[src/hdl/arc_defs.svh]
// constants of the conversion-control and parallel result port
`ifndef ARC_DEFS_SVH
`define ARC_DEFS_SVH

`define ARC_CLK_NS        100
`define ARC_HOLD_NS       40
// least hold time rounded up to whole clocks, never below one
`define ARC_HOLD_CYC_RAW  ((`ARC_HOLD_NS + `ARC_CLK_NS - 1) / `ARC_CLK_NS)
`define ARC_HOLD_CYC      ((`ARC_HOLD_CYC_RAW < 1) ? 1 : `ARC_HOLD_CYC_RAW)
`define ARC_HOLD_W        4
`define ARC_WORD_W        16
`define ARC_BYTE_W        8
`define ARC_BUF_DEPTH     2
`define ARC_WORD_RST      16'h0000
// synchroniser reset: half select low, read/convert and select idle high
`define ARC_PIN_IDLE      3'h3

`endif

[src/hdl/arc_pkg.sv]
// types shared by the result port and its buffer
package arc_pkg;

	typedef struct packed {
		logic [7:0] hi;
		logic [7:0] lo;
	} arc_word_t;

	typedef enum logic [1:0] {
		ARC_IDLE,
		ARC_START,
		ARC_CONV
	} arc_state_t;

endpackage

[src/hdl/arc_buf.sv]
// two-entry buffer between the converter core and the result register
`include "arc_defs.svh"

module arc_buf (
	// clock and reset
	input  wire logic               clk_i,
	input  wire logic               rst_i,
	// filling side
	input  wire logic               in_valid_i,
	output logic                    in_ready_o,
	input  wire arc_pkg::arc_word_t in_data_i,
	// draining side
	output logic                    out_valid_o,
	input  wire logic               out_ready_i,
	output arc_pkg::arc_word_t      out_data_o
);

	arc_pkg::arc_word_t mem_r [`ARC_BUF_DEPTH];
	arc_pkg::arc_word_t mem_nxt [`ARC_BUF_DEPTH];
	logic               wr_ptr_r,  wr_ptr_nxt;
	logic               rd_ptr_r,  rd_ptr_nxt;
	logic [1:0]         count_r,   count_nxt;
	logic               push;
	logic               pop;

	////////////////////////////////////////////////////////////////////////////////
	assign in_ready_o  = (count_r != 2'h2);
	assign out_valid_o = (count_r != 2'h0);
	assign out_data_o  = mem_r[rd_ptr_r];
	assign push        = in_valid_i && in_ready_o;
	assign pop         = out_valid_o && out_ready_i;

	always_comb begin
		mem_nxt    = mem_r;
		wr_ptr_nxt = wr_ptr_r;
		rd_ptr_nxt = rd_ptr_r;
		count_nxt  = count_r;
		if (push) begin
			mem_nxt[wr_ptr_r] = in_data_i;
			wr_ptr_nxt        = ~wr_ptr_r;
		end
		if (pop) begin
			rd_ptr_nxt = ~rd_ptr_r;
		end
		if (push && !pop) begin
			count_nxt = count_r + 2'h1;
		end else if (pop && !push) begin
			count_nxt = count_r - 2'h1;
		end
	end

	always_ff @(posedge clk_i or posedge rst_i) begin
		if (rst_i) begin
			for (int i = 0; i < `ARC_BUF_DEPTH; i++) begin
				mem_r[i] <= `ARC_WORD_RST;
			end
			wr_ptr_r <= 1'b0;
			rd_ptr_r <= 1'b0;
			count_r  <= 2'h0;
		end else begin
			mem_r    <= mem_nxt;
			wr_ptr_r <= wr_ptr_nxt;
			rd_ptr_r <= rd_ptr_nxt;
			count_r  <= count_nxt;
		end
	end

endmodule // arc_buf

[src/hdl/arc_port.sv]
// conversion control and three-state parallel result port
//
// Function
// RULE1: every result appears as one 16-bit word on the parallel outputs.
// RULE2: results are passed on as two's complement values, untouched.
// RULE3: busy output low from conversion start until the new result is loaded.
// RULE4: half-word select low gives upper eight bits, high gives lower eight.
// RULE5: select and read/convert are ORed; both low starts a conversion.
// RULE6: outputs are off while select is high or read/convert is low.
// RULE7: top output bit carries the result's most significant bit; with half select high the code puts result bit 7 there.
// RULE8: host holds both lines low at least 40 ns to start a conversion.
// RULE9: with select low, outputs enable when read/convert goes high.
// RULE10: host leaves about 4 us between convert commands.
`include "arc_defs.svh"

module arc_port (
	// clock and reset
	input  wire logic                    clk_i,
	input  wire logic                    rst_i,
	// host pins
	input  wire logic                    cs_n_i,
	input  wire logic                    rc_i,
	input  wire logic                    byte_i,
	output logic                         busy_n_o,
	output logic [`ARC_WORD_W-1:0]       data_o,
	output logic [`ARC_WORD_W-1:0]       data_oe_o,
	// converter core
	output logic                         conv_start_o,
	input  wire logic                    res_valid_i,
	output logic                         res_ready_o,
	input  wire logic [`ARC_WORD_W-1:0]  res_data_i
);

	////////////////////////////////////////////////////////////////////////////////
	// pin synchronisers: stage one is read only by stage two
	logic [2:0] pin_meta_r;
	logic [2:0] pin_sync_r;
	logic       cs_n_s;
	logic       rc_s;
	logic       byte_s;

	always_ff @(posedge clk_i or posedge rst_i) begin
		if (rst_i) begin
			pin_meta_r <= `ARC_PIN_IDLE;
			pin_sync_r <= `ARC_PIN_IDLE;
		end else begin
			pin_meta_r <= {byte_i, rc_i, cs_n_i};
			pin_sync_r <= pin_meta_r;
		end
	end

	assign cs_n_s = pin_sync_r[0];
	assign rc_s   = pin_sync_r[1];
	assign byte_s = pin_sync_r[2];

	////////////////////////////////////////////////////////////////////////////////
	// buffer between core and result register
	arc_pkg::arc_word_t core_word;
	arc_pkg::arc_word_t buf_word;
	logic               buf_valid;
	logic               buf_ready;

	assign core_word = res_data_i; // see RULE2

	arc_buf u_buf (
		.clk_i       (clk_i),
		.rst_i       (rst_i),
		.in_valid_i  (res_valid_i),
		.in_ready_o  (res_ready_o),
		.in_data_i   (core_word),
		.out_valid_o (buf_valid),
		.out_ready_i (buf_ready),
		.out_data_o  (buf_word)
	);

	////////////////////////////////////////////////////////////////////////////////
	// conversion control
	arc_pkg::arc_state_t      state_r,  state_nxt;
	logic [`ARC_HOLD_W-1:0]   hold_r,   hold_nxt;
	logic                     armed_r,  armed_nxt;
	arc_pkg::arc_word_t       result_r, result_nxt;
	logic                     conv_low;
	logic                     start_evt;

	assign conv_low  = cs_n_s | rc_s ? 1'b0 : 1'b1; // see RULE5
	// hold length counted in whole clocks; at one clock a low whose first synchronised cycle falls in the idle state starts a conversion
	assign start_evt = conv_low && armed_r
		&& (hold_r == `ARC_HOLD_W'(`ARC_HOLD_CYC - 1)); // see RULE8

	// the buffer drains only into a waiting conversion; a stale word waits
	assign buf_ready = (state_r == arc_pkg::ARC_CONV);

	always_comb begin
		state_nxt  = state_r;
		hold_nxt   = hold_r;
		armed_nxt  = armed_r;
		result_nxt = result_r;
		if (!conv_low) begin
			hold_nxt  = '0;
			armed_nxt = 1'b1;
		end else if (hold_r != {`ARC_HOLD_W{1'b1}}) begin
			hold_nxt = hold_r + `ARC_HOLD_W'(1);
		end
		unique case (state_r)
			arc_pkg::ARC_IDLE: begin
				if (start_evt) begin
					state_nxt = arc_pkg::ARC_START; // see RULE5
					armed_nxt = 1'b0;
				end
			end
			arc_pkg::ARC_START: begin
				state_nxt = arc_pkg::ARC_CONV;
			end
			arc_pkg::ARC_CONV: begin
				if (buf_valid) begin
					result_nxt = buf_word; // see RULE1
					state_nxt  = arc_pkg::ARC_IDLE; // see RULE3
				end
			end
		endcase
	end

	always_ff @(posedge clk_i or posedge rst_i) begin
		if (rst_i) begin
			state_r  <= arc_pkg::ARC_IDLE;
			hold_r   <= '0;
			armed_r  <= 1'b0;
			result_r <= `ARC_WORD_RST;
		end else begin
			state_r  <= state_nxt;
			hold_r   <= hold_nxt;
			armed_r  <= armed_nxt;
			result_r <= result_nxt;
		end
	end

	assign conv_start_o = (state_r == arc_pkg::ARC_START);
	// the pins take the new word at the edge busy rises, so that edge can latch it
	assign busy_n_o     = (state_r == arc_pkg::ARC_IDLE); // see RULE3

	////////////////////////////////////////////////////////////////////////////////
	// output pins, registered
	logic [`ARC_WORD_W-1:0] pins_r,  pins_nxt;
	logic [`ARC_WORD_W-1:0] oe_r,    oe_nxt;
	logic                   drive;

	assign drive = !cs_n_s && rc_s; // see RULE6 see RULE9

	always_comb begin
		// top pin carries the msb of whichever half is chosen; fed from the next
		// result so the pins never lag the busy release by a cycle
		if (byte_s) begin
			pins_nxt = {result_nxt.lo, result_nxt.hi}; // see RULE4 see RULE7
		end else begin
			pins_nxt = {result_nxt.hi, result_nxt.lo}; // see RULE4 see RULE7
		end
		oe_nxt = {`ARC_WORD_W{drive}}; // see RULE6
	end

	always_ff @(posedge clk_i or posedge rst_i) begin
		if (rst_i) begin
			pins_r <= `ARC_WORD_RST;
			oe_r   <= `ARC_WORD_RST;
		end else begin
			pins_r <= pins_nxt;
			oe_r   <= oe_nxt;
		end
	end

	assign data_o    = pins_r;
	assign data_oe_o = oe_r;

endmodule // arc_port

[config.mk]
export PLATFORM = sky130hd
export DESIGN_NAME = arc_port
export DESIGN_NICKNAME = d
export VERILOG_FILES = /design/src/hdl/arc_pkg.sv /design/src/hdl/arc_buf.sv /design/src/hdl/arc_port.sv
export VERILOG_INCLUDE_DIRS = /design/src /design/src/hdl
export SDC_FILE = /design/constraint.sdc
export NUM_CORES = 1
export LEC_CHECK = 0
export ABC_AREA = 1
export BUFFER_PORTS_ARGS = -buffer_cell sky130_fd_sc_hd__buf_2
export CELL_PAD_IN_SITES_DETAIL_PLACEMENT = 1
export CELL_PAD_IN_SITES_GLOBAL_PLACEMENT = 1
export CORE_ASPECT_RATIO = 1.4
export CORE_MARGIN = 2
export CORE_UTILIZATION = 30
export CTS_CLUSTER_SIZE = 24
export DETAILED_ROUTE_END_ITERATION = 12
export PLACE_DENSITY_LB_ADDON = 0.15
export SETUP_SLACK_MARGIN = 0.2
export SLEW_MARGIN = 20
export SYNTH_ARGS = -nofsm -noshare
export SYNTH_HDL_FRONTEND = slang
export SYNTH_SLANG_ARGS = --single-unit
[constraint.sdc]
create_clock -name clk_i -period 2.7 [get_ports clk_i]
set_input_delay 0.27 -clock clk_i [delete_from_list [all_inputs] [get_ports clk_i]]
set_output_delay 0.27 -clock clk_i [all_outputs]
set_load 0.01 [all_outputs]
# After elaboration in Yosys (flattened, before gate mapping)
# Index checks and enable logic that the tools add are counted.
[totals]
regBits = 82
input_bits = 22
out_inout_bits = 35
[op_classes]
add_sub_neg = 3
order_cmp = 3
eq_ne = 6
mux = 20
bitwise_logic = 5
reduce_logical = 17
[op_table]
columns = ["operator", "n"]
rows = [
  ["two-way mux 16 bit", 7],
  ["bitwise mux 32 bit", 1],
  ["demux 16 bit (select 1 bit)", 1],
  ["logical AND 1 bit", 8],
  ["two-way mux 2 bit", 4],
  ["two-way mux 4 bit", 2],
  ["case mux 2 bit (3 select lines)", 1],
  ["nonzero test 2 bit", 3],
  ["adder 4 x 1 -> 4 bit, second input constant", 1],
  ["greater-or-equal comparator 2 bit, second input constant", 2],
  ["logical NOT 4 bit", 1],
  ["two-way mux 1 bit", 4],
  ["inequality test 2 x 1 -> 1 bit, second input constant", 2],
  ["inequality test 4 bit, second input constant", 1],
  ["NOT 1 -> 2 bit", 2],
  ["logical NOT 1 bit", 3],
  ["adder 2 x 1 -> 2 bit, second input constant", 1],
  ["== test 2 x 1 -> 1 bit, second input constant", 1],
  ["== test 2 bit, second input constant", 1],
  ["logical NOT 2 bit", 1],
  ["< comparator 2 x 1 -> 1 bit, second input constant", 1],
  ["inequality test 2 bit, second input constant", 1],
  ["NOT 1 bit", 2],
  ["AND reduction 2 bit", 1],
  ["2 further kinds", 2],
]

# Logic depth before layout (Yosys ltp)
# Gate-level depths: netlist of the first run.
[logic_depth]
ltp_word = 7
mapped_depth = 9
depth_no_buf = 9

# By module
# From an unflattened synthesis of the first run, not the netlist that was laid out.
[hier_totals]
cells_unflattened = 423
hier_area_um2 = 3783.6
[by_module_without_submodules]
columns = ["mod", "n_inst", "cells_per_inst", "area_per_inst_um2"]
rows = [
  ["arc_port", 1, 201, 2000.7],
  ["arc_buf", 1, 222, 1783.0],
]

# Least setup slack after synthesis of the first run
# Ideal clock, no wire load.
[synth_path]
path_type = "register to register"
start = "reg state_r[0]"
end = "reg u_buf.count_r[1]"
setup_time_ns = 0.131
arrival_ns = 1.561
path_slack_ns = 1.008
path_stages_with_launch = 9
path_buffers = 1
period_less_slack_ns = 1.692
cell_sequence = "dfrtp_1 -> inv_1 -> ha_1 -> o21ai_4 -> buf_6 -> ha_1 -> a21oi_1 -> o21ai_0 -> xor2_1"
[synth_via]
elab_chain_cells = 5
[synth_lines]
columns = ["element", "line_no", "rtl"]
rows = [
  ["from (decl)", "arc_port.sv:78", "arc_pkg::arc_state_t state_r, state_nxt;"],
  ["from (signal assigned)", "arc_port.sv:125", "state_r <= arc_pkg::ARC_IDLE;"],
  ["from (signal assigned)", "arc_port.sv:130", "state_r <= state_nxt;"],
  ["== test 2 bit *", "arc_port.sv:91", "assign buf_ready = (state_r == arc_pkg::ARC_CONV);"],
  ["logical AND 1 bit *", "arc_buf.sv:31", "assign pop = out_valid_o && out_ready_i;"],
  ["logical NOT 1 bit", "arc_buf.sv:45", "if (push && !pop) begin"],
  ["logical AND 1 bit", "arc_buf.sv:45", ""],
  ["two-way mux 2 bit / nonzero test 2 bit (equally long branches)", "n/a", ""],
  ["to (signal assigned)", "arc_buf.sv:64", "count_r <= count_nxt;"],
  ["to (decl)", "arc_buf.sv:22", "logic [1:0] count_r, count_nxt;"],
]
# Every way passes the cells marked *; elsewhere a longest branch is shown, timed or not.
# A chain may end at the register's enable or synchronous reset.

# Final worst setup path of the first run
[layout_path]
start = "reg u_buf.count_r[0]"
end = "reg u_buf.count_r[1]"
[layout_via]
elab_chain_cells = 5
[layout_lines]
columns = ["element", "line_no", "rtl"]
rows = [
  ["inequality test 2 bit *", "arc_buf.sv:27", "assign in_ready_o = (count_r != 2'h2);"],
  ["logical AND 1 bit *", "arc_buf.sv:30", "assign push = in_valid_i && in_ready_o;"],
  ["via u_buf.push", "arc_buf.sv:23", "logic push;"],
  ["logical NOT 1 bit", "arc_buf.sv:47", "end else if (pop && !push) begin"],
  ["logical AND 1 bit", "arc_buf.sv:47", ""],
  ["nonzero test 2 bit (no line)", "n/a", ""],
]
# Mark *: on every way through the listed nets, which the timed path passes. The rest lies on a longest branch. The select of a mux whose other input is x is not followed.

==> metrics.yaml, run 1 <==
global_routing:
  grt_util_all_layers: 0.121
  gr-total-overflow: 0
  grt_pass1_wl_um: 12600
  antenna_found_initial: 0
  grt_pass1_vias: 2514
  grt_max_degree: 35
sta:
  hold_violations: 4
  maxSlewViolCount: 0
  setup_tns_ps: 0
  period_share: 0.605
  fmax_ghz: 0.612
  fin_worst_hold_slack_ps: -6.63
  finalClockSkew_ps: 5.21
  fin_crit_ps: 1630
  tightest_slew_ps: 628
  slew_headroom: 0.581
  setup_viol: 0
  rsz0062_at_grt: "false"
  worst_slack_ps: 1070
logic_synthesis:
  async_flop_share: 1.00
  postSynthCellCount: 380
  synth.most_common_cell: "nand2_1"
  synth_nets: 408
  ys.flop_type: "dfrtp_1"
  yosys_warnings: 0
  synth_edf_count: 0
  synthAdderAreaFrac: 0.0204
  yosys-top-cells-area: "dfrtp_1 53%, nand2_1 13%, o21ai_2 9.1%, inv_1 4.6%, buf_4 3.1%"
  netlist_top_cells_count: "124 x nand2_1, 78 x dfrtp_1, 45 x inv_1"
  synthSimpleGateAreaFrac: 0.148
  ys_seq_area_frac: 0.560
  synth_area_per_cell_um2: 9.66
  ys_seq_elements: 82
  yosys.area_share.xor_xnor: 0.0143
  synthesis.area_mm2: 0.00367
  synthMuxAreaShare: 0
  ys_types: 24
  synth_top_area_frac: 0.532
  synth_compound_area_frac: 0.144
  synth_top_family_by_area: "simple AND/OR/NAND/NOR gates"
  yosys.area.top_type: "dfrtp_1"
floorplan:
  dieHeight_um: 135
  chipWidth_um: 97.5
  start_util: 0.309
  boundaryPins: 57
  coreArea_mm2: 0.0119
  rows: 47
  dieArea_mm2: 0.0132
placed_design:
  dp_worst_setup_slack_ps: 1050
  portBuffers: 56
  place.gp.congestion: 0.711
  place_hpwl_um: 5220
cells_and_area:
  final_util: 0.354
  nets: 450
  area_growth_pct: 14.7
  diodes: 0
  fillCellCount: 1386
  multi_input_area_mm2: 0.00120
  seq_area_mm2: 0.00206
  drive_above_1_share: 0.286
detailed_routing:
  drc: 0
  vias: 2481
  wl_um: 7350
  antenna_left: 0
  vias_per_cell: 4.32
  drtIter0Drc: 99
  firstDrtPassIters: 4
  wl_per_cell_um: 12.8
worst_setup_path:
  regToRegSetupSlack_ps: 1070
  reg2reg_from: "u_buf.count_r[0]"
  crit_type: "reg -> reg"
  crit_fanout: 5
  r2r_end: "u_buf.count_r[1]"
  critPathLaunchType: "flop"
  rr_worst_depth: 6
  critPathArrivalTime_ps: 1830
  end_kind: "flop"
  cp.required_ps: 2900
clocking:
  htreeDepth: 3
  cts_buffers: 9
  clk_pin_slew_ps: 60
  cts_buffer_depth: 2
  clk_latency_ps: 330
  postCtsSetupBuffers: 0
  tritoncts: "built"
  clkSinkCount: 82
  root_buffer: "clkbuf_16"
  cts_hold_buf: 0
  cts_resized: 0
pwr:
  p_total_mw: 4.77
  vdd_drop_max_mv: 0.285
  power_density_mw_per_mm2: 1130
  p_leak_nw: 2.23
job:
  cap_violations: 0
status:
  status: "finished, violations left"
  violations: "negative hold slack"
min_path:
  min_path_type: "in -> async"
how the worst max path moves through the flow:
stage                                start               end  slack [ps]  cells past startpoint
after global routing            state_r[0]        data_o[11]         900                      8
final                     u_buf.count_r[0]  u_buf.count_r[1]        1070                      6
after floorplan                      rst_i           armed_r         330                      1
after global placement    u_buf.count_r[0]  u_buf.count_r[1]        1110                      6
after detailed placement        state_r[0]        data_o[11]        1050                      8
after CTS                       state_r[0]        data_o[11]        1050                      8
kinds of logic after synthesis:
logic type,after synthesis
buffers and inverters,76
AOI/OAI and AO/OA,72
xor gates and xnor gates,6
DFF,82
adders and majority gates,6
and+or+nand+nor,138
layout make-up:
type | count | area share
clock buffers | 13 | 0.0594
clock inverters | 3 | 0.00357
multi-input cells | 222 | 0.285
repair buffers | 61 | 0.0785
flip-flops and latches | 82 | 0.489
well taps | 147 | 0.0437
inverters | 46 | 0.0413
layer usage:
| layer | track usage | vias up | wire length [µm] |
|---|---|---|---|
| met5 | 0 | - | 0 |
| met4 | 0.0694 | 0 | 171 |
| met3 | 0.0192 | 10 | 245 |
| met2 | 0.186 | 52 | 3340 |
| met1 | 0.164 | 1165 | 3590 |
| li1 | - | 1254 | - |
power by group:
part | switching [mW] | internal (mW)
clock network | 0.456 | 0.644
registers | 0.253 | 1.72
logic | 1.08 | 0.621
total | 1.79 | 2.99
sequential cells by signal, indices dropped and copies added (netlist names):
signal,count
data_oe_o,1
u_buf.rd_ptr_r,1
pin_sync_r,3
data_o,16
armed_r,1
u_buf.mem_r,32
u_buf.count_r,2
u_buf.wr_ptr_r,1
result_r,16
state_r,2
hold_r,4
pin_meta_r,3
critical path, stage by stage, from the launching register on:
cell and delay (ps):
dfrtp_1 450, inv_2 110, a21boi_4 250, ha_1 300
a21oi_1 120, o21ai_0 110, xor2_1 160
cells in the final DEF, fill, tap and decap left out, types with 2 or more instances in the layout:
cell type and count:
o21ai_0 20, o21ai_2 38, buf_4 4, clkbuf_1 3
o21ai_1 10, nand2_4 2, dfstp_2 4, xor2_1 2
dfrtp_1 78, buf_2 56, nor2_1 5, nand2_1 124
inv_1 44, ha_1 6, xnor2_1 4, clkinv_2 4
clkbuf_16 9, nand3_1 6
through the flow:
stage	instance area, µm²	hold slack (ps)	std cells
after detailed placement	3950	349	558
after floorplan	3670	274	380
after global routing	4210	32.8	574
after CTS	4210	18.0	574
final	4210	-6.63	574
after global placement	3950	345	558
Note: power is estimated with default switching activity, not from simulation.
==> inputs of run 2 (changes only) <==
- clock period: 2.7 -> 1.41 ns (I/O delays scaled with it)
==> run 2 against run 1 <==
- the run ends with negative setup slack left
- worst setup slack lost 1100 ps
- worst hold slack gained 79 ps
- final area grew 18%
- utilization grew 6.4 points
- first-iteration DRC count shrank 45%
- sequential power grew 94%
- sequential cell count is the same
- wire length grew 14%
- largest cell class unchanged
- largest power group is now combinational cells
==> metrics.yaml, run 2 (synthesis gave the netlist of run 1 again) <==
cells_and_area:
  drive_above_1_share: 0.433
  diodes: 0
  seq_area_mm2: 0.00206
  multi_input_area_mm2: 0.00163
  mostFrequentLayoutCells: "96 x nand2_1, 74 x dfrtp_1, 54 x buf_2, 39 x inv_1, 29 x o21ai_2"
  nets: 476
  top_register: "u_buf.mem_r"
  fillCellCount: 1326
  final_util: 0.419
  area_growth_pct: 35.4
  largest_reg_flops: 32
  layout_commonest_cell: "nand2_1"
pwr:
  p_int_mw: 6.92
  switching_share: 0.384
  vdd_drop_max_mv: 0.668
  power_density_mw_per_mm2: 2260
  power_frac_seq: 0.340
  switching_power_mw: 4.32
  p_leak_nw: 2.42
  combPwrFrac: 0.437
  pwr-share-clk: 0.223
placed_design:
  portBuffers: 56
  place.gp.congestion: 0.771
  dp_worst_setup_slack_ps: -57.6
  place_hpwl_um: 4760
sta:
  tightest_slew_ps: 456
  hold_violations: 0
  setup_tns_ps: -16.5
  fmax_ghz: 0.701
  period_share: 1.01
  maxSlewViolCount: 0
  setup_viol: 1
  fin_crit_ps: 1430
  rsz0062_at_grt: "true"
  finalClockSkew_ps: 6.73
  fin_worst_hold_slack_ps: 72.2
  slew_headroom: 0.696
  worst_slack_ps: -16.5
worst_setup_path:
  crit_type: "reg -> reg"
  end_kind: "flop"
  cp_slowest_cell: "dfrtp_1"
  crit_fanout: 3
  cp.required_ps: 1620
  cpPeakStageDelay_ps: 390
  cpMostUsedCell: "ha_4"
  critPathArrivalTime_ps: 1640
  critPathLaunchType: "flop"
  cp_cell_sequence: "inv_2 > ha_4 > o21ai_4 > ha_4 > a21oi_2 > o21ai_2 > xor2_1"
clocking:
  cts_buffer_depth: 2
  htreeDepth: 3
  tritoncts: "built"
  cts_buffers: 9
  clk_pin_slew_ps: 60
  root_buffer: "clkbuf_16"
  clk_latency_ps: 330
  clkSinkCount: 82
job:
  cap_violations: 0
floorplan:
  chipWidth_um: 97.5
  dieHeight_um: 135
  start_util: 0.309
  coreArea_mm2: 0.0119
  dieArea_mm2: 0.0132
  rows: 47
  boundaryPins: 57
global_routing:
  grt_max_degree: 83
  grt_pass1_vias: 2517
  gr-total-overflow: 0
  grt_pass1_wl_um: 12800
  grt_util_all_layers: 0.124
  antenna_found_initial: 0
detailed_routing:
  vias: 2638
  drtIter0Drc: 54
  vias_per_cell: 4.40
  wl_per_cell_um: 14.0
  drc: 0
  antenna_left: 0
  firstDrtPassIters: 4
  wl_um: 8400
min_path:
  min_path_type: "in -> reg"
status:
  status: "finished, violations left"
  violations: "negative setup slack"
==> run 2: worst max-delay path, delay by kind of cell, from the launching register on <==
family / cells / cell delay (ps)
adders and majority gates: 2 / 410
DFF: 1 / 390
AOI/OAI and AO/OA: 3 / 270
xor gates and xnor gates: 1 / 140
buffers and inverters: 1 / 90
==> run 2: area by class of cell <==
cell class,count,share of cell area
clock inverters,5,0.0156
well taps,147,0.0370
multi-input cells,228,0.328
inverters,46,0.0367
repair buffers,81,0.119
flip-flops and latches,82,0.415
clock buffers,11,0.0488
==> run 2: layer usage <==
metal	wire length, µm	GRT usage	part of all wire
met5	0	0	0
met4	127	0.0579	0.015
met2	4290	0.197	0.51
met3	293	0.0285	0.035
met1	3690	0.162	0.44
==> run 2: final timing paths <==
path | startpoint | endpoint | slack, ps | cells after the start
worst max-delay path | state_r[0] | u_buf.count_r[1] | -20 | 7
worst min register to register | pin_meta_r[2] | pin_sync_r[2] | 350 | 0
worst min-delay path | res_data_i[13] | u_buf.mem_r[13] | 70 | 3
worst max register to register | state_r[0] | u_buf.count_r[1] | -20 | 7
min in group asynchronous | rst_i | result_r[6] | 460 | 4
max in group asynchronous | rst_i | u_buf.wr_ptr_r | 550 | 4
==> run 2: power groups by stage <==
stage | logic [mW] | clock network [mW] | registers (mW)
after floorplan | 2.69 | 0 | 3.80
after global placement | 3.45 | 0 | 3.76
after detailed placement | 3.57 | 0 | 3.78
after CTS | 3.89 | 2.60 | 3.80
after global routing | 5.48 | 2.67 | 3.92
final | 4.91 | 2.50 | 3.82
==> run 2: what timing repair did <==
| item | CTS | global route |
|---|---|---|
| endpoints found under the hold margin | 81 | 0 |
| cloned | 2 | 6 |
| hold buffers | 4 | 0 |
| buffers inserted | 6 | 6 |
| setup endpoints to repair | 90 | 78 |
| pin swaps | 7 | 14 |
| gates resized for setup | 25 | 61 |
==> run 2: stage by stage <==
step	std cells	instance area [µm²]	total power [mW]
floorplan	380	3710	6.49
global placement	560	4030	7.22
detailed placement	560	4030	7.35
CTS	588	4560	10.3
global route	600	4970	12.1
finish	600	4970	11.2
